<file path="src/logic/dhis_pkg.sv">
// Shared constants for the display host interface select block.
// Assumes both ends sample all link pins on one common system clock.
`default_nettype none
package dhis_pkg;
  localparam int DATA_W = 18;
  localparam int INS_W = 16;
  localparam int HALF9_W = 9;
  localparam int HALF8_W = 8;
  // Bus mode strap patterns
  localparam logic [3:0] STRAP_68_16 = 4'h0;
  localparam logic [3:0] STRAP_68_8 = 4'h1;
  localparam logic [3:0] STRAP_80_16 = 4'h2;
  localparam logic [3:0] STRAP_80_8 = 4'h3;
  localparam logic [3:0] STRAP_68_18 = 4'h8;
  localparam logic [3:0] STRAP_68_9 = 4'h9;
  localparam logic [3:0] STRAP_80_18 = 4'hA;
  localparam logic [3:0] STRAP_80_9 = 4'hB;
  localparam logic [2:0] STRAP_SPI_TOP = 3'h2;
  localparam logic [2:0] STRAP_BAD_TOP = 3'h3;
  localparam logic [1:0] STRAP_BAD_HI = 2'h3;
  // Display operation select codes
  localparam logic [1:0] DM_INT = 2'h0;
  localparam logic [1:0] DM_RGB = 2'h1;
  localparam logic [1:0] DM_VSYNC = 2'h2;
  localparam logic [1:0] DM_BOTH = 2'h3;
  // Instruction indexes and fields
  localparam logic [7:0] IDX_EXTIF = 8'h0C;
  localparam logic [7:0] IDX_HWIN = 8'h44;
  localparam logic [7:0] IDX_VWIN = 8'h45;
  localparam int RM_BIT = 8;
  localparam int DM_HI = 5;
  localparam int DM_LO = 4;
  localparam logic [7:0] HSA_RST = 8'h00;
  localparam logic [7:0] HEA_RST = 8'hAF;
  localparam logic [7:0] VSA_RST = 8'h00;
  localparam logic [7:0] VEA_RST = 8'hDF;
  // Resynchronisation: zero index transfers in a row
  localparam logic [2:0] SYNC_ZEROS = 3'h4;
  // Strobe timing
  localparam int CLK_NS = 20;
  localparam int STROBE_NS = 40;
  localparam int STROBE_CYC = (STROBE_NS + CLK_NS - 1) / CLK_NS;
endpackage
`default_nettype wire

</file>
<file path="src/logic/dhis_bus_if.sv">
// Parallel system bus plus RGB port between host and display device.
// Assumes both parties run on the same clock; no tristate, host drives data.
`timescale 1ns/1ps
`default_nettype none
interface dhis_bus_if;
  logic [3:0] bus_mode_strap;
  logic cs_n;
  logic rs;
  logic wr_n;
  logic rd_n;
  logic rw;
  logic e;
  logic [17:0] data_bus_pins;
  logic vsync_n;
  logic hsync_n;
  logic pixel_clock;
  logic pix_enable;
  logic busy;
  modport dev (input bus_mode_strap, cs_n, rs, wr_n, rd_n, rw, e, data_bus_pins,
    vsync_n, hsync_n, pixel_clock, pix_enable, output busy);
  modport host (output bus_mode_strap, cs_n, rs, wr_n, rd_n, rw, e, data_bus_pins,
    vsync_n, hsync_n, pixel_clock, pix_enable, input busy);
endinterface
`default_nettype wire

</file>
<file path="src/logic/dhis_device_end.sv">
// Device end: strap decode, bus transfer assembly, mode control, RGB capture.
// Assumes host pins are synchronous to CLK_SYS_I and held one cycle past strobe.
`timescale 1ns/1ps
`default_nettype none
module dhis_fifo #(
  parameter int WIDTH = 19,
  parameter int DEPTH = 16
) (
  input wire logic clk,
  input wire logic rst_n,
  input wire logic in_valid_i,
  output logic in_ready_o,
  input wire logic [WIDTH-1:0] in_data_i,
  output logic out_valid_o,
  input wire logic out_ready_i,
  output logic [WIDTH-1:0] out_data_o
);
  localparam int AW = $clog2(DEPTH);
  logic [WIDTH-1:0] mem [DEPTH];
  logic [AW:0] wr_ptr;
  logic [AW:0] rd_ptr;
  wire full = (wr_ptr[AW] != rd_ptr[AW]) && (wr_ptr[AW-1:0] == rd_ptr[AW-1:0]);
  wire empty = wr_ptr == rd_ptr;
  wire push = in_valid_i && !full;
  wire pop = out_ready_i && !empty;
  assign in_ready_o = !full;
  assign out_valid_o = !empty;
  assign out_data_o = mem[rd_ptr[AW-1:0]];
  always_ff @(posedge clk) begin
    if (push) begin
      mem[wr_ptr[AW-1:0]] <= in_data_i;
    end
  end
  always_ff @(posedge clk or negedge rst_n) begin
    if (!rst_n) begin
      wr_ptr <= '0;
      rd_ptr <= '0;
    end else begin
      if (push) wr_ptr <= wr_ptr + 1'b1;
      if (pop) rd_ptr <= rd_ptr + 1'b1;
    end
  end
endmodule

module dhis_device_end #(
  parameter int FIFO_DEPTH = 16
) (
  input wire logic CLK_SYS_I,
  input wire logic RESETN_I,
  dhis_bus_if.dev BUS,
  output logic WORD_VALID_O,
  input wire logic WORD_READY_I,
  output logic WORD_RS_O,
  output logic [17:0] WORD_DATA_O,
  output logic PIX_VALID_O,
  output logic [17:0] PIX_DATA_O,
  output logic FRAME_START_O,
  output logic STILL_MODE_O,
  output logic RGB_RAM_MODE_O,
  output logic RGB_DISP_MODE_O,
  output logic VSYNC_MODE_O,
  output logic SERIAL_MODE_O,
  output logic STRAP_ERR_O
);
  logic strap_done;
  logic [3:0] strap;
  logic prev_cs_n, prev_wr_n, prev_e, prev_rw, prev_rs;
  logic [17:0] prev_db;
  logic upper_next;
  logic [8:0] hi_part;
  logic [2:0] zero_run;
  logic [7:0] index;
  logic ram_access_select;
  logic [1:0] display_op_select;
  logic [7:0] hsa, hea, vsa, vea;
  logic prev_pclk, prev_vs_n, prev_hs_n;
  logic [7:0] pix_x, pix_y;
  logic fifo_ready;
  logic [18:0] fifo_out;

  wire is_spi = strap[3:1] == dhis_pkg::STRAP_SPI_TOP;
  wire is_bad = strap[3:1] == dhis_pkg::STRAP_BAD_TOP || strap[3:2] == dhis_pkg::STRAP_BAD_HI;
  wire wide18 = strap == dhis_pkg::STRAP_68_18 || strap == dhis_pkg::STRAP_80_18;
  wire wide16 = strap == dhis_pkg::STRAP_68_16 || strap == dhis_pkg::STRAP_80_16;
  wire narrow9 = strap == dhis_pkg::STRAP_68_9 || strap == dhis_pkg::STRAP_80_9;
  wire narrow8 = strap == dhis_pkg::STRAP_68_8 || strap == dhis_pkg::STRAP_80_8;
  wire narrow = narrow9 || narrow8;
  wire is_80 = strap[1];
  wire par_ok = strap_done && !is_spi && !is_bad;

  // Write strobe release: 80-style write rising, 68-style enable falling
  wire strobe_end = is_80 ? (!prev_wr_n && BUS.wr_n) : (prev_e && !BUS.e && !prev_rw);
  wire xfer = par_ok && !prev_cs_n && strobe_end;
  wire [8:0] lane9 = prev_db[17:9];
  wire [7:0] lane8 = prev_db[17:10];
  wire lane_zero = narrow9 ? (lane9 == 9'h000) : (lane8 == 8'h00);
  wire word_done = xfer && (!narrow || !upper_next);
  // Zero index transfer run on 9-bit bus
  // Zero index transfer run on 8-bit bus
  wire zero_xfer = xfer && narrow && !prev_rs && lane_zero;
  wire resync = zero_xfer && (zero_run == dhis_pkg::SYNC_ZEROS - 3'h1);
  // Toggle per narrow-bus transfer, resync forces upper
  wire next_upper = resync ? 1'b1 : (xfer && narrow) ? !upper_next : upper_next;
  wire [2:0] next_zero_run = (resync || (xfer && !zero_xfer)) ? 3'h0 :
    zero_xfer ? zero_run + 3'h1 : zero_run;

  wire [17:0] data9 = {hi_part, lane9};
  wire [17:0] data8 = {hi_part[7:0], 1'b0, lane8, 1'b0};
  wire [17:0] data16 = {prev_db[17:10], 1'b0, prev_db[8:1], 1'b0};
  wire [17:0] word_data = narrow9 ? data9 : narrow8 ? data8 : wide16 ? data16 : prev_db;
  wire [15:0] ins16 = {word_data[17:10], word_data[8:1]};
  // Instruction writes come only from bus words
  wire ins_wr = word_done && prev_rs;
  wire idx_wr = word_done && !prev_rs;

  wire rgb_op = display_op_select == dhis_pkg::DM_RGB;
  wire vs_fall = prev_vs_n && !BUS.vsync_n;
  wire hs_fall = prev_hs_n && !BUS.hsync_n;
  wire pclk_rise = !prev_pclk && BUS.pixel_clock;
  wire in_win = pix_x >= hsa && pix_x <= hea && pix_y >= vsa && pix_y <= vea;
  wire pix_take = ram_access_select && rgb_op && pclk_rise && BUS.pix_enable && in_win;
  wire frame_edge = vs_fall && (display_op_select == dhis_pkg::DM_VSYNC || rgb_op);

  always_ff @(posedge CLK_SYS_I or negedge RESETN_I) begin
    if (!RESETN_I) begin
      strap_done <= 1'b0;
      strap <= dhis_pkg::STRAP_68_16;
    end else if (!strap_done) begin
      strap_done <= 1'b1;
      strap <= BUS.bus_mode_strap;
    end
  end

  always_ff @(posedge CLK_SYS_I or negedge RESETN_I) begin
    if (!RESETN_I) begin
      prev_cs_n <= 1'b1;
      prev_wr_n <= 1'b1;
      prev_e <= 1'b0;
      prev_rw <= 1'b1;
      prev_rs <= 1'b0;
      prev_db <= '0;
      prev_pclk <= 1'b0;
      prev_vs_n <= 1'b1;
      prev_hs_n <= 1'b1;
    end else begin
      prev_cs_n <= BUS.cs_n;
      prev_wr_n <= BUS.wr_n;
      prev_e <= BUS.e;
      prev_rw <= BUS.rw;
      prev_rs <= BUS.rs;
      prev_db <= BUS.data_bus_pins;
      prev_pclk <= BUS.pixel_clock;
      prev_vs_n <= BUS.vsync_n;
      prev_hs_n <= BUS.hsync_n;
    end
  end

  always_ff @(posedge CLK_SYS_I or negedge RESETN_I) begin
    if (!RESETN_I) begin
      upper_next <= 1'b1;
      zero_run <= 3'h0;
      hi_part <= '0;
    end else begin
      upper_next <= next_upper;
      zero_run <= next_zero_run;
      if (xfer && narrow && upper_next) hi_part <= narrow9 ? lane9 : {1'b0, lane8};
    end
  end

  // Mode and window registers from bus
  always_ff @(posedge CLK_SYS_I or negedge RESETN_I) begin
    if (!RESETN_I) begin
      index <= 8'h00;
      ram_access_select <= 1'b0;
      display_op_select <= dhis_pkg::DM_INT;
      hsa <= dhis_pkg::HSA_RST;
      hea <= dhis_pkg::HEA_RST;
      vsa <= dhis_pkg::VSA_RST;
      vea <= dhis_pkg::VEA_RST;
    end else begin
      if (idx_wr) index <= ins16[7:0];
      if (ins_wr && index == dhis_pkg::IDX_EXTIF) begin
        ram_access_select <= ins16[dhis_pkg::RM_BIT];
        display_op_select <= ins16[dhis_pkg::DM_HI:dhis_pkg::DM_LO];
      end
      if (ins_wr && index == dhis_pkg::IDX_HWIN) begin
        hea <= ins16[15:8];
        hsa <= ins16[7:0];
      end
      if (ins_wr && index == dhis_pkg::IDX_VWIN) begin
        vea <= ins16[15:8];
        vsa <= ins16[7:0];
      end
    end
  end

  // Pixel position from sync edges
  always_ff @(posedge CLK_SYS_I or negedge RESETN_I) begin
    if (!RESETN_I) begin
      pix_x <= 8'h00;
      pix_y <= 8'h00;
      PIX_VALID_O <= 1'b0;
      PIX_DATA_O <= '0;
      FRAME_START_O <= 1'b0;
    end else begin
      if (vs_fall) pix_y <= 8'h00;
      else if (hs_fall) pix_y <= pix_y + 8'h01;
      if (hs_fall || vs_fall) pix_x <= 8'h00;
      else if (pclk_rise && BUS.pix_enable) pix_x <= pix_x + 8'h01;
      PIX_VALID_O <= pix_take;
      if (pix_take) PIX_DATA_O <= BUS.data_bus_pins;
      FRAME_START_O <= frame_edge;
    end
  end

  dhis_fifo #(.WIDTH(19), .DEPTH(FIFO_DEPTH)) u_fifo (
    .clk(CLK_SYS_I),
    .rst_n(RESETN_I),
    .in_valid_i(word_done),
    .in_ready_o(fifo_ready),
    .in_data_i({prev_rs, word_data}),
    .out_valid_o(WORD_VALID_O),
    .out_ready_i(WORD_READY_I),
    .out_data_o(fifo_out)
  );

  assign BUS.busy = !fifo_ready;
  assign WORD_RS_O = fifo_out[18];
  assign WORD_DATA_O = fifo_out[17:0];
  assign STILL_MODE_O = !ram_access_select && display_op_select == dhis_pkg::DM_INT;
  assign RGB_RAM_MODE_O = ram_access_select && rgb_op;
  assign RGB_DISP_MODE_O = !ram_access_select && rgb_op;
  assign VSYNC_MODE_O = !ram_access_select && display_op_select == dhis_pkg::DM_VSYNC;
  assign SERIAL_MODE_O = strap_done && is_spi;
  assign STRAP_ERR_O = strap_done && is_bad;
endmodule
`default_nettype wire

</file>
<file path="src/flat_wrapper.sv">
// flat-port wrapper written by rule: the top's interface ports become plain ports
module dhis_device_end_flat 
#(
  parameter int FIFO_DEPTH = 16
)
  (CLK_SYS_I, RESETN_I, WORD_VALID_O, WORD_READY_I, WORD_RS_O, WORD_DATA_O, PIX_VALID_O, PIX_DATA_O, FRAME_START_O, STILL_MODE_O, RGB_RAM_MODE_O, RGB_DISP_MODE_O, VSYNC_MODE_O, SERIAL_MODE_O, STRAP_ERR_O, BUS_bus_mode_strap, BUS_cs_n, BUS_rs, BUS_wr_n, BUS_rd_n, BUS_rw, BUS_e, BUS_data_bus_pins, BUS_vsync_n, BUS_hsync_n, BUS_pixel_clock, BUS_pix_enable, BUS_busy);
  dhis_bus_if BUS_i ();
  input wire logic CLK_SYS_I;
  input wire logic RESETN_I;
  output logic WORD_VALID_O;
  input wire logic WORD_READY_I;
  output logic WORD_RS_O;
  output logic [17:0] WORD_DATA_O;
  output logic PIX_VALID_O;
  output logic [17:0] PIX_DATA_O;
  output logic FRAME_START_O;
  output logic STILL_MODE_O;
  output logic RGB_RAM_MODE_O;
  output logic RGB_DISP_MODE_O;
  output logic VSYNC_MODE_O;
  output logic SERIAL_MODE_O;
  output logic STRAP_ERR_O;
  input wire logic [$bits(BUS_i.bus_mode_strap)-1:0] BUS_bus_mode_strap;
  input wire logic [$bits(BUS_i.cs_n)-1:0] BUS_cs_n;
  input wire logic [$bits(BUS_i.rs)-1:0] BUS_rs;
  input wire logic [$bits(BUS_i.wr_n)-1:0] BUS_wr_n;
  input wire logic [$bits(BUS_i.rd_n)-1:0] BUS_rd_n;
  input wire logic [$bits(BUS_i.rw)-1:0] BUS_rw;
  input wire logic [$bits(BUS_i.e)-1:0] BUS_e;
  input wire logic [$bits(BUS_i.data_bus_pins)-1:0] BUS_data_bus_pins;
  input wire logic [$bits(BUS_i.vsync_n)-1:0] BUS_vsync_n;
  input wire logic [$bits(BUS_i.hsync_n)-1:0] BUS_hsync_n;
  input wire logic [$bits(BUS_i.pixel_clock)-1:0] BUS_pixel_clock;
  input wire logic [$bits(BUS_i.pix_enable)-1:0] BUS_pix_enable;
  output wire logic [$bits(BUS_i.busy)-1:0] BUS_busy;
  assign BUS_i.bus_mode_strap = BUS_bus_mode_strap;
  assign BUS_i.cs_n = BUS_cs_n;
  assign BUS_i.rs = BUS_rs;
  assign BUS_i.wr_n = BUS_wr_n;
  assign BUS_i.rd_n = BUS_rd_n;
  assign BUS_i.rw = BUS_rw;
  assign BUS_i.e = BUS_e;
  assign BUS_i.data_bus_pins = BUS_data_bus_pins;
  assign BUS_i.vsync_n = BUS_vsync_n;
  assign BUS_i.hsync_n = BUS_hsync_n;
  assign BUS_i.pixel_clock = BUS_pixel_clock;
  assign BUS_i.pix_enable = BUS_pix_enable;
  assign BUS_busy = BUS_i.busy;
  dhis_device_end #(.FIFO_DEPTH(FIFO_DEPTH)) u_core (.CLK_SYS_I(CLK_SYS_I), .RESETN_I(RESETN_I), .BUS(BUS_i), .WORD_VALID_O(WORD_VALID_O), .WORD_READY_I(WORD_READY_I), .WORD_RS_O(WORD_RS_O), .WORD_DATA_O(WORD_DATA_O), .PIX_VALID_O(PIX_VALID_O), .PIX_DATA_O(PIX_DATA_O), .FRAME_START_O(FRAME_START_O), .STILL_MODE_O(STILL_MODE_O), .RGB_RAM_MODE_O(RGB_RAM_MODE_O), .RGB_DISP_MODE_O(RGB_DISP_MODE_O), .VSYNC_MODE_O(VSYNC_MODE_O), .SERIAL_MODE_O(SERIAL_MODE_O), .STRAP_ERR_O(STRAP_ERR_O));
endmodule
</file>
<file path="config.mk">
export PLATFORM = sky130hd
export DESIGN_NAME = dhis_device_end_flat
export DESIGN_NICKNAME = d
export VERILOG_FILES = /design/src/logic/dhis_pkg.sv /design/src/logic/dhis_bus_if.sv /design/src/logic/dhis_device_end.sv /design/src/flat_wrapper.sv
export SDC_FILE = /design/constraint.sdc
export NUM_CORES = 1
export LEC_CHECK = 0
export ABC_AREA = 1
export ABC_CLOCK_PERIOD_IN_PS = 9300
export BUFFER_PORTS_ARGS = -buffer_cell sky130_fd_sc_hd__buf_4
export CAP_MARGIN = 20
export CORE_ASPECT_RATIO = 1.1
export CORE_MARGIN = 2
export CORE_UTILIZATION = 45
export CTS_CLUSTER_SIZE = 24
export DETAILED_ROUTE_END_ITERATION = 10
export GPL_ROUTABILITY_DRIVEN = 0
export GPL_TIMING_DRIVEN = 1
export PLACE_DENSITY = 0.61
export SETUP_SLACK_MARGIN = 0.4
export SYNTH_ARGS = -nofsm -noshare
export SYNTH_HDL_FRONTEND = slang
export SYNTH_SLANG_ARGS = --single-unit
</file>
<file path="constraint.sdc">
create_clock -name CLK_SYS_I -period 9.3 [get_ports CLK_SYS_I]
set_clock_uncertainty 0.05 [all_clocks]
set_input_delay 0.465 -clock CLK_SYS_I [delete_from_list [all_inputs] [get_ports CLK_SYS_I]]
set_output_delay 0.465 -clock CLK_SYS_I [all_outputs]
set_load 0.03 [all_outputs]
</file>
==> summary.txt, run 1 <==
Synthesis
  – Yosys reg bits: 437
  – Synth Flop Type: edfxtp_1
  – Mapped Nets: 1,778
  – Synth cell types: 38
  – Synth Area per Inst: 11.0 µm²
  – Post-synthesis sequential area ratio: 0.669
  – Area leader, netlist: edfxtp_1
  – Synth area leaders: edfxtp_1 (49%), dfrtp_1 (15%), nand2_1 (5.9%)
  – Async SR Flop Fraction: 0.304
  – Number of synthesized flops with an enable pin: approximately 300
  – Synth Cell Area: 18,700 µm²
  – Synth warnings: 0
  – Mapped Cells: 1,699
  – Post-synth top area share: 0.489

Worst setup path
  – Crit path cell chain: inv_4 > buf_4 > nor2_1 > o21ai_0 > o211ai_1 > nand3_1 > buf_4
  – CP delay by family, top: buffers and inverters
  – Crit start category: flip-flop
  – Crit Path Max Fanout: 79
  – Worst Setup End Kind: primary output
  – Critical path class: reg -> out
  – Crit path DAT: 3660 ps
  – Critical Path Max Stage Delay: between 700 and 800 ps
  – Worst path depth: 7
  – FF-to-FF End: u_core.u_fifo.mem[14][2]
  – Critical path's slowest cell: buf_4
  – Most Frequent Cell on Critical Path: buf_4
  – Req. time, crit path: 8790 ps
  – WP buf/inv: 3
  – Critical Path Start: u_core.u_fifo.rd_ptr[0]
  – Setup crit end: WORD_DATA_O[5]
  – Reg2Reg Setup Slack: around 5700 ps
  – Worst R2R Path Depth: 10
  – R2R Path Start: u_core.strap[3]

Global routing
  – GRT overflow: 0
  – Largest net degree at the start of global routing: 88
  – First-pass GRT wire length: 70,600 µm
  – Initial antenna violation count: 1
  – GRT Overall Usage: 0.212
  – Number of global-route vias before repair: 12,700

Placement
  – Dpl cell area: 20,000 µm²
  – HPWL after detailed placement: 26,100 µm
  – Port bufs: 80
  – Placed Instances: roughly 2,300

Clock network
  – Post-CTS setup buffers: 0
  – Cts bufs inserted: 46
  – CTS root buf: clkbuf_16
  – Cts hold-fix bufs: 27
  – TritonCTS clock tree: done
  – Clock Tree Buf Depth: 3
  – H-tree depth: 2
  – Clock sink count: 437
  – Post-CTS sizing: 0
  – Clk Latency, worst-skew pair: 560 ps
  – Worst-path clk slew: approximately 60 ps

Pwr
  – Sw Share: 0.361
  – Peak supply drop: ~240 µV
  – NetSw: 2.08 mW
  – Comb pwr share: 0.303
  – Sequential power share: 0.400
  – Pleak: 8.53 nW
  – Clk network pwr share: 0.297
  – Pwr/cell area: 265 nW/µm²
  – Internal: 3.67 mW

STA
  – Hold_ws: 102 ps
  – Setup TNS: 0 ps
  – Rel. slew slack: 0.235
  – Slew Viols, Final: 0
  – Period Utilization, post-route: 0.449
  – Max frequency: 0.239 GHz
  – Setup repair after global routing missed its margin: false
  – Least-Margin Pin Slew: 1150 ps
  – Fin. Hold Viols: 0
  – Min Clock Period, post-route: between 4000 and 5000 ps
  – # setup viols final: 0

Drt
  – Total wire length: 44,500 µm
  – Remaining routing DRC violations: 0
  – Routed wire per std cell: 18.5 µm
  – Router iterations before antenna repair: 5
  – DRT antenna net count: 0
  – Via count: 12,800
  – Drt via density: approximately 5.3
  – DRT iter0 DRCs: 1,081

Die
  – I/O pin total: 82
  – Die Height: 218 µm
  – Die width: ~200 µm
  – Core area: slightly above 40,000 µm²
  – Die Area: 43,100 µm²
  – Site row count: 78
  – Initial core utilization: 0.454

Hold path
  – Hold WC Path Type: in -> reg
  – Worst hold stages: 3

Cells and area
  – Non-Filler Instances: about 2,400
  – Total Nets Final: 1,888
  – Fin area: 21,700 µm²
  – Fill cell count: ~3,600
  – Commonest non-fill, non-tap cell in the layout: edfxtp_1
  – Most frequent cells in the layout: edfxtp_1 (304), nand2_1 (293), nor2_1 (271)
  – Layout cell share with drive strength beyond 1: 0.133
  – # diodes: 0
  – Layout area overhead: 16.2%

Outcome
  – Status: finished clean

Run
  – Total of max-cap violations: 0
==> cell families (layout without fill, tap and decap cells) <==
| family | Yosys count | in the layout | synth area share |
|---|---|---|---|
| XOR/XNOR | 14 | 14 | 0.00657 |
| multiplexers | 1 | 1 | 0.000603 |
| flip-flops | 437 | 437 | 0.669 |
| adder cells (fa/ha/maj) | 44 | 44 | 0.0295 |
| AND/OR/NAND/NOR | 726 | 726 | 0.163 |
| AO/OA/AOI/OAI | 275 | 275 | 0.0883 |
| buffers and inverters | 201 | 347 | 0.0432 |
| other | 1 | 1 | 0.000201 |
==> stage by stage <==
step	total power [mW]	setup WS, ps	utilization
after detailed placement	4.08	5670	0.487
after CTS	5.80	5080	0.528
after global routing	6.04	4940	0.528
after global placement	4.06	5720	0.487
after floorplan	3.46	6090	-
final	5.74	5120	0.528
==> power by group through the flow <==
stage | combinational [mW] | sequential, mW | clock [mW]
final | 1.74 | 2.30 | 1.71
after CTS | 1.76 | 2.30 | 1.74
after global placement | 1.72 | 2.34 | 0
after floorplan | 1.18 | 2.28 | 0
after global routing | 1.91 | 2.31 | 1.82
after detailed placement | 1.74 | 2.34 | 0
==> worst min path at each step <==
stage,startpoint,endpoint,slack [ps]
floorplan,RESETN_I,u_core.FRAME_START_O,120
global placement,u_core.hea[7],u_core.hea[7],400
detailed placement,u_core.vea[6],u_core.vea[6],400
CTS,BUS_bus_mode_strap[3],u_core.strap[3],70
global route,BUS_bus_mode_strap[2],u_core.strap[2],90
finish,BUS_bus_mode_strap[3],u_core.strap[3],100
==> flip-flops by register name (all words and copies together), names as in the netlist, 2 cells and up <==
register                  count
u_core.hea                    8
u_core.index                  8
u_core.vea                    8
u_core.pix_x                  8
u_core.strap                  4
u_core.display_op_select      2
u_core.prev_db               18
u_core.zero_run               3
u_core.u_fifo.wr_ptr          5
u_core.vsa                    8
u_core.u_fifo.rd_ptr          5
u_core.hsa                    8
u_core.u_fifo.mem           304
u_core.pix_y                  8
u_core.PIX_DATA_O            18
u_core.hi_part                9
==> routing by layer <==
metal,GRT usage,wire length (µm)
met5,0,0
met4,0.0697,1200
met3,0.0303,2190
met2,0.348,21300
met1,0.290,19800
==> cells in the mapped netlist (2+ instances only) <==
cell type    n
o21a_1       2
edfxtp_1   304
nor2_1     272
nand3_1     80
a21oi_1     18
nand3_2      3
xnor2_1      4
nand2_2      2
nand4_1     43
dfrtp_1    114
nand3b_1     4
buf_2       21
o21ai_1      6
nand2_1    293
a21o_1       2
o21ai_0    163
nor3_1      21
buf_6        3
nor2_4       3
inv_1      111
xor2_1      10
dfstp_2     19
inv_2        4
ha_1        44
clkbuf_1    50
buf_1       10
o32ai_1     38
o211ai_1    45
==> final cells by class <==
cell class | instances | area, µm² | area share
clock buffer | 52 | 1170 | 0.0541
clock inverter | 32 | 229 | 0.0106
inverter | 116 | 438 | 0.0202
multi-input combinational | 1061 | 5480 | 0.253
sequential | 437 | 12500 | 0.576
tap | 560 | 701 | 0.0323
timing repair buffer | 147 | 1180 | 0.0543
==> tightest hold or removal path, delay by kind of cell <==
kind	cells	cell delay, ps
compound gates	1	100
simple gates	1	30
buf+inv	1	80
Note: power is estimated with default switching activity, not from simulation.
==> inputs of run 2 (changes only) <==
--- a/config.mk
+++ b/config.mk
@@ -6,7 +6,7 @@
 export NUM_CORES = 1
 export LEC_CHECK = 0
 export ABC_AREA = 1
-export ABC_CLOCK_PERIOD_IN_PS = 9300
+export ABC_CLOCK_PERIOD_IN_PS = 3800
 export BUFFER_PORTS_ARGS = -buffer_cell sky130_fd_sc_hd__buf_4
 export CAP_MARGIN = 20
 export CORE_ASPECT_RATIO = 1.1
@@ -16,7 +16,7 @@
 export DETAILED_ROUTE_END_ITERATION = 10
 export GPL_ROUTABILITY_DRIVEN = 0
 export GPL_TIMING_DRIVEN = 1
-export PLACE_DENSITY = 0.61
+export PLACE_DENSITY = 0.64
 export SETUP_SLACK_MARGIN = 0.4
 export SYNTH_ARGS = -nofsm -noshare
 export SYNTH_HDL_FRONTEND = slang
==> constraint.sdc (replaced) <==
create_clock -name CLK_SYS_I -period 3.8 [get_ports CLK_SYS_I]
set_clock_uncertainty 0.05 [all_clocks]
set_input_delay 0.19 -clock CLK_SYS_I [delete_from_list [all_inputs] [get_ports CLK_SYS_I]]
set_output_delay 0.19 -clock CLK_SYS_I [all_outputs]
set_load 0.03 [all_outputs]
==> summary.txt, run 2 (same netlist as run 1, synthesis figures left out) <==
Worst setup path
  – Crit path cell chain: buf_4 > o21ai_0 > o211ai_1 > nand3_1 > nand3_1 > buf_4
  – CP delay by family, top: buffers and inverters
  – Worst path depth: 6 (-1)
  – Crit Path Max Fanout: 59 (-25%)
  – Worst Setup End Kind: primary output
  – WP buf/inv: 2 (-1)
  – Critical path's slowest cell: dfrtp_4
  – Critical Path Max Stage Delay: 750 ps (-30 ps)
  – Worst R2R Path Depth: 10 (unchanged)
  – Crit path DAT: 2930 ps (-730 ps)
  – Crit start category: flip-flop
  – Critical path class: reg -> out
  – Req. time, crit path: 3560 ps (-5230 ps)

Placement
  – Dpl ws: 1180 ps (-4490 ps)
  – HPWL after detailed placement: 26,300 µm (+0.54%)
  – Placed Instances: 2,307 (+0.61%)
  – Port bufs: 80 (unchanged)

Clock network
  – Clk Latency, worst-skew pair: 570 ps (about the same)
  – Clock sink count: 437 (unchanged)
  – Post-CTS setup buffers: 0 (unchanged)
  – Post-CTS sizing: 0 (unchanged)
  – Clock Tree Buf Depth: 3 (unchanged)
  – Cts bufs inserted: 44 (-4.3%)
  – TritonCTS clock tree: done
  – H-tree depth: 2 (unchanged)
  – Cts hold-fix bufs: 32 (+19%)
  – CTS root buf: clkbuf_16
  – Worst-path clk slew: 60 ps (about the same)

STA
  – Hold_ws: 83.4 ps (-18.2 ps)
  – Period Utilization, post-route: 0.834
  – Least-Margin Pin Slew: 993 ps (-153 ps)
  – Rel. slew slack: 0.338 (+0.102)
  – PnR worst setup slack: 632 ps (-4490 ps)
  – Max frequency: 0.316 GHz
  – # setup viols final: 0 (unchanged)
  – Fin. Hold Viols: 0 (unchanged)
  – Min Clock Period, post-route: between 3000 and 4000 ps
  – Setup repair after global routing missed its margin: false
  – Slew Viols, Final: 0 (unchanged)
  – Setup TNS: 0 ps (unchanged)

Die
  – I/O pin total: 82 (unchanged)
  – Die width: 198 µm (unchanged)
  – Site row count: 78 (unchanged)
  – Die Area: 43,100 µm² (unchanged)
  – Core area: 41,100 µm² (unchanged)
  – Initial core utilization: 0.454 (unchanged)
  – Die Height: 218 µm (unchanged)

Cells and area
  – Layout cell share with drive strength beyond 1: 0.134 (+0.00115)
  – Max FFs per register: 304 (unchanged)
  – Commonest non-fill, non-tap cell in the layout: edfxtp_1
  – # diodes: 0 (unchanged)
  – Layout area overhead: 17.0%
  – Fill cell count: 3,540 (-0.81%)
  – Most frequent cells in the layout: edfxtp_1 (304), nand2_1 (293), nor2_1 (271)
  – Total Nets Final: 1,904 (+0.85%)
  – Non-Filler Instances: 2,419 (+0.58%)

Global routing
  – Number of global-route vias before repair: 12,700 (+0.40%)
  – Initial antenna violation count: 1 (unchanged)
  – Routing usage on met3: 0.0320 (+0.00170)
  – GRT overflow: 0 (unchanged)
  – GR Layer Usage met1: 0.275 (-0.0148)
  – First-pass GRT wire length: 69,500 µm (-1.7%)
  – GRT busiest layer: met2
  – Largest net degree at the start of global routing: 87 (-1.1%)
  – GRT Overall Usage: 0.208 (-0.00333)
  – M2 GR Usage: 0.354 (+0.00585)

Drt
  – Remaining routing DRC violations: 0 (unchanged)
  – DRT antenna net count: 0 (unchanged)
  – Router iterations before antenna repair: 7 (+2)
  – DRT iter0 DRCs: 910 (-16%)
  – Routed wire per std cell: 18.2 µm (-1.9%)
  – Drt via density: 5.35 (+0.75%)
  – Via count: 12,900 (+1.3%)
  – Total wire length: 43,900 µm (-1.3%)

Pwr
  – Pwr/cell area: 644 nW/µm² (+140%)
  – Design Power: 14.1 mW (+150%)
  – Peak supply drop: 395 µV (+63%)
  – Pleak: 8.62 nW (+1.0%)

Run
  – Total of max-cap violations: 0 (unchanged)

Outcome
  – Status: finished clean

Hold path
  – Worst hold stages: 4 (+1)
  – Hold WC Path Type: in -> reg
[run 2: cell count changes in the layout (fill, tap and decap cells not counted), sizes merged]
cell and change:
buf +13, clkinv -11, clkbuf +8, dlygate4sd3 +5
bufinv +1, clkinvlp -1, inv -1
[run 2: metrics by stage]
step,area (µm²),utilization
floorplan,18700,-
global placement,20100,0.490
detailed placement,20100,0.490
CTS,21800,0.532
global route,21800,0.532
finish,21800,0.532
[run 2: final timing paths]
path | slack, ps | end | startpoint
worst max register to register | 1150 | u_core.hsa[2] | u_core.strap[3]
worst min-delay path | 80 | u_core.pix_x[1] | BUS_pix_enable
worst max-delay path | 630 | WORD_DATA_O[13] | u_core.u_fifo.rd_ptr[0]
max in group asynchronous | 2570 | u_core.vea[4] | RESETN_I
min in group asynchronous | 190 | u_core.hsa[0] | RESETN_I
worst min register to register | 420 | u_core.vea[2] | u_core.vea[2]
[run 2: tightest hold or removal path, stage by stage]
cell	delay (ps)
buf_4	80
nand3b_1	180
nand3_1	150
nand2_1	60
[run 2: final cells by class]
| cell class | count | area, µm² | area share |
|---|---|---|---|
| clock inverters | 20 | 198 | 0.00905 |
| repair buffers | 165 | 1350 | 0.0617 |
| multi-input cells | 1061 | 5460 | 0.250 |
| clock buffers | 60 | 1210 | 0.0555 |
| well taps | 560 | 701 | 0.0321 |
| flip-flops and latches | 437 | 12500 | 0.572 |
| inverters | 116 | 438 | 0.0200 |
[run 2: layer usage]
layer / share of wire / routed length [µm]
met1: 0.43 / 19000
met5: 0 / 0
met3: 0.050 / 2220
met2: 0.49 / 21500
met4: 0.027 / 1190
[run 2: where the power goes]
part / internal, mW / switching (mW) / total [mW]
Combinational: 1.34 / 2.86 / 4.20
Sequential: 5.39 / 0.280 / 5.67
Clock: 2.39 / 1.82 / 4.21
Total: 9.12 / 4.96 / 14.1
==> inputs of run 3 (changes only) <==
--- a/config.mk
+++ b/config.mk
@@ -5,8 +5,8 @@
 export SDC_FILE = /design/constraint.sdc
 export NUM_CORES = 1
 export LEC_CHECK = 0
-export ABC_AREA = 1
-export ABC_CLOCK_PERIOD_IN_PS = 3800
+export ABC_AREA = 0
+export ABC_CLOCK_PERIOD_IN_PS = 3000
 export BUFFER_PORTS_ARGS = -buffer_cell sky130_fd_sc_hd__buf_4
 export CAP_MARGIN = 20
 export CORE_ASPECT_RATIO = 1.1
@@ -16,7 +16,7 @@
 export DETAILED_ROUTE_END_ITERATION = 10
 export GPL_ROUTABILITY_DRIVEN = 0
 export GPL_TIMING_DRIVEN = 1
-export PLACE_DENSITY = 0.64
+export PLACE_DENSITY = 0.61
 export SETUP_SLACK_MARGIN = 0.4
 export SYNTH_ARGS = -nofsm -noshare
 export SYNTH_HDL_FRONTEND = slang
==> constraint.sdc (replaced) <==
create_clock -name CLK_SYS_I -period 3 [get_ports CLK_SYS_I]
set_clock_uncertainty 0.05 [all_clocks]
set_input_delay 0.15 -clock CLK_SYS_I [delete_from_list [all_inputs] [get_ports CLK_SYS_I]]
set_output_delay 0.15 -clock CLK_SYS_I [all_outputs]
set_load 0.03 [all_outputs]
==> summary.txt, run 3 <==
Clock network
  – Clk Latency, worst-skew pair: 540 ps (-30 ps)
  – Clock sink count: 437 (unchanged)
  – Cts bufs inserted: 44 (unchanged)
  – Worst-path clk slew: 60 ps (about the same)
  – Clock Tree Buf Depth: 3 (unchanged)
  – TritonCTS clock tree: done
  – H-tree depth: 2 (unchanged)
  – CTS root buf: clkbuf_16

Synthesis
  – Number of synthesized flops with an enable pin: 304 (unchanged)
  – Largest family of logic cells by synthesized area: multiplexers
  – Synth warnings: 0 (unchanged)
  – Synth Flop Type: edfxtp_1
  – Mapped Cells: 1,068 (-37%)
  – Post-synthesis adder-cell area fraction: 0.0305 (+0.000991)
  – Mapped Nets: 1,147 (-35%)
  – Post-synth top area share: 0.505 (+0.0164)
  – Xor/xnor cell area share of the yosys netlist: 0.0126 (+0.00604)
  – Synth cell types: 57 (+50%)
  – Post-synthesis sequential area ratio: 0.691 (+0.0225)
  – Count leader, synth: edfxtp_1
  – Synth Cell Area: 18,100 µm² (-3.3%)
  – Top cells by instance count after synthesis: edfxtp_1 (304), dfrtp_1 (114), mux4_2 (76), nand2_1 (56), inv_1 (47)
  – Simple logic cell fraction of the synthesized area: 0.0550 (-0.108)
  – Synth area leaders: edfxtp_1 (51%), dfrtp_1 (16%), mux4_2 (9.5%)
  – Compound-Gate Fraction of Synth Area: 0.0358 (-0.0525)
  – Synth Area per Inst: 16.9 µm² (+54%)
  – Area leader, netlist: edfxtp_1
  – Yosys reg bits: 437 (unchanged)
  – Post-synthesis mux area share: 0.153 (+0.153)
  – Async SR Flop Fraction: 0.304 (unchanged)

Worst setup path
  – Critical path class: reg -> out
  – WP buf/inv: 3 (+1)
  – Worst Setup End Kind: primary output
  – Req. time, crit path: 2800 ps (-760 ps)
  – Crit Path Max Fanout: 6 (-90%)
  – Crit start category: flip-flop
  – Critical path's slowest cell: dfrtp_4
  – Critical Path Max Stage Delay: 530 ps (-220 ps)
  – CP delay by family, top: flip-flops
  – Crit path cell chain: buf_6 > buf_16 > mux4_2 > nor2b_1 > a211oi_2 > a21oi_1 > buf_4
  – Crit path DAT: 2520 ps (-410 ps)

Pwr
  – NetSw: 5.27 mW (+6.3%)
  – Clk network pwr share: 0.298 (about the same)
  – Sw Share: 0.299 (-0.0527)
  – Sequential power share: 0.402 (about the same)
  – Pleak: 8.43 nW (-2.2%)
  – Comb pwr share: 0.300 (+0.002)
  – Internal: 12.3 mW (+35%)
  – Pwr/cell area: 798 nW/µm² (+24%)
  – Peak supply drop: 571 µV (+45%)

Drt
  – Remaining routing DRC violations: 0 (unchanged)
  – Drt via density: 5.45 (+2.0%)
  – DRT iter0 DRCs: 630 (-31%)
  – Router iterations before antenna repair: 5 (-2)
  – Total wire length: 40,600 µm (-7.6%)
  – DRT antenna net count: 0 (unchanged)
  – Via count: 9,813 (-24%)
  – Routed wire per std cell: 22.6 µm (+24%)

Global routing
  – Largest net degree at the start of global routing: 80 (-8.0%)
  – GR Layer Usage met1: 0.260 (-0.0152)
  – GRT Overall Usage: 0.195 (-0.0128)
  – GRT overflow: 0 (unchanged)
  – M2 GR Usage: 0.335 (-0.0189)
  – First-pass GRT wire length: 61,900 µm (-11%)
  – Routing usage on met3: 0.0313 (-0.000714)
  – Initial antenna violation count: 0 (-1)
  – GRT busiest layer: met2
  – Number of global-route vias before repair: 10,300 (-19%)

STA
  – Least-Margin Pin Slew: 804 ps (-189 ps)
  – Setup TNS: 0 ps (unchanged)
  – Max frequency: 0.367 GHz
  – Hold_ws: 61.9 ps (-21.5 ps)
  – Fin. Hold Viols: 0 (unchanged)
  – Setup repair after global routing missed its margin: true
  – Min Clock Period, post-route: between 2000 and 3000 ps
  – Period Utilization, post-route: 0.908
  – # setup viols final: 0 (unchanged)
  – Rel. slew slack: 0.462 (+0.125)
  – Slew Viols, Final: 0 (unchanged)

Placement
  – HPWL after detailed placement: 23,400 µm (-11%)
  – Port bufs: 80 (unchanged)

Die
  – Die width: 195 µm (-1.6%)
  – Die Area: 41,800 µm² (-3.2%)
  – Core area: 39,400 µm² (-4.2%)
  – I/O pin total: 82 (unchanged)
  – Die Height: 214 µm (-1.6%)
  – Initial core utilization: 0.459 (+0.00443)
  – Site row count: 76 (-2.6%)

Cells and area
  – Layout cell share with drive strength beyond 1: 0.325 (+0.191)
  – Max FFs per register: 304 (unchanged)
  – Layout area overhead: 22.2%
  – Total Nets Final: 1,340 (-30%)
  – Final Core Density: 0.560 (+0.0288)
  – Commonest non-fill, non-tap cell in the layout: edfxtp_1
  – # diodes: 0 (unchanged)
  – Most frequent cells in the layout: edfxtp_1 (304), buf_4 (119), dfrtp_1 (110)

Hold path
  – Hold WC Path Type: in -> reg

Run
  – Total of max-cap violations: 0 (unchanged)

Outcome
  – Status: finished clean
## run 3: logic make-up after synthesis
family / Yosys count
AOI/OAI and AO/OA: 104
xor gates and xnor gates: 26
adders and majority gates: 44
buffers and inverters: 95
DFF: 437
muxes: 170
other: 1
and+or+nand+nor: 191
## run 3: power groups by stage
stage	combinational, mW	clock, mW	sequential (mW)
floorplan	3.25	0	7.08
global placement	4.58	0	7.15
detailed placement	4.62	0	7.16
CTS	5.29	5.37	7.06
global route	5.66	5.62	7.10
finish	5.28	5.25	7.07
## run 3: cell type report
class,count,area (µm²)
well taps,507,634
multi-input cells,536,5360
clock buffers,61,1230
inverters,47,176
clock inverters,16,141
repair buffers,195,2030
fillers,3089,17300
flip-flops and latches,437,12500
## run 3: per-stage QoR
step | setup slack, ps | total power [mW] | std cells | cell area [µm²]
after detailed placement | 374 | 11.8 | 1663 | 19700
after floorplan | 410 | 10.3 | 1068 | 18100
after global placement | 387 | 11.7 | 1663 | 19700
after global routing | 167 | 18.4 | 1799 | 22100
final | 276 | 17.6 | 1799 | 22100
after CTS | 262 | 17.7 | 1783 | 21700
## run 3: layer usage
| layer | up-vias | share of wire |
|---|---|---|
| met4 | 0 | 0.026 |
| met2 | 249 | 0.50 |
| met3 | 54 | 0.046 |
| met5 | - | 0 |
| li1 | 4455 | - |
| met1 | 5055 | 0.43 |
## run 3: worst paths after layout
kind	slack [ps]	cells past startpoint	start	end
worst max-delay path	280	7	u_core.u_fifo.rd_ptr[0]	WORD_DATA_O[16]
worst min-delay path	60	5	BUS_pix_enable	u_core.pix_x[0]
worst max register to register	400	9	u_core.u_fifo.rd_ptr[0]	u_core.u_fifo.mem[6][1]
worst min register to register	430	2	u_core.zero_run[2]	u_core.zero_run[2]
max in group asynchronous	1930	3	RESETN_I	u_core.vea[7]
min in group asynchronous	160	2	RESETN_I	u_core.PIX_DATA_O[3]
## run 3: timing repair
action / 4_1_cts / 5_1_grt
endpoints found under the setup margin: 56 / 284
gates cloned: 6 / 5
hold buffers: 31 / 0
endpoints found under the hold margin: 124 / 0
pin swaps: 11 / 8
gates resized for setup: 39 / 48
setup buffers: 6 / 11
## run 3: tightest hold or removal path, delay by kind of cell
kind          cells  cell delay [ps]
xor+xnor          1              170
simple gates      3              200
buf+inv           1              110
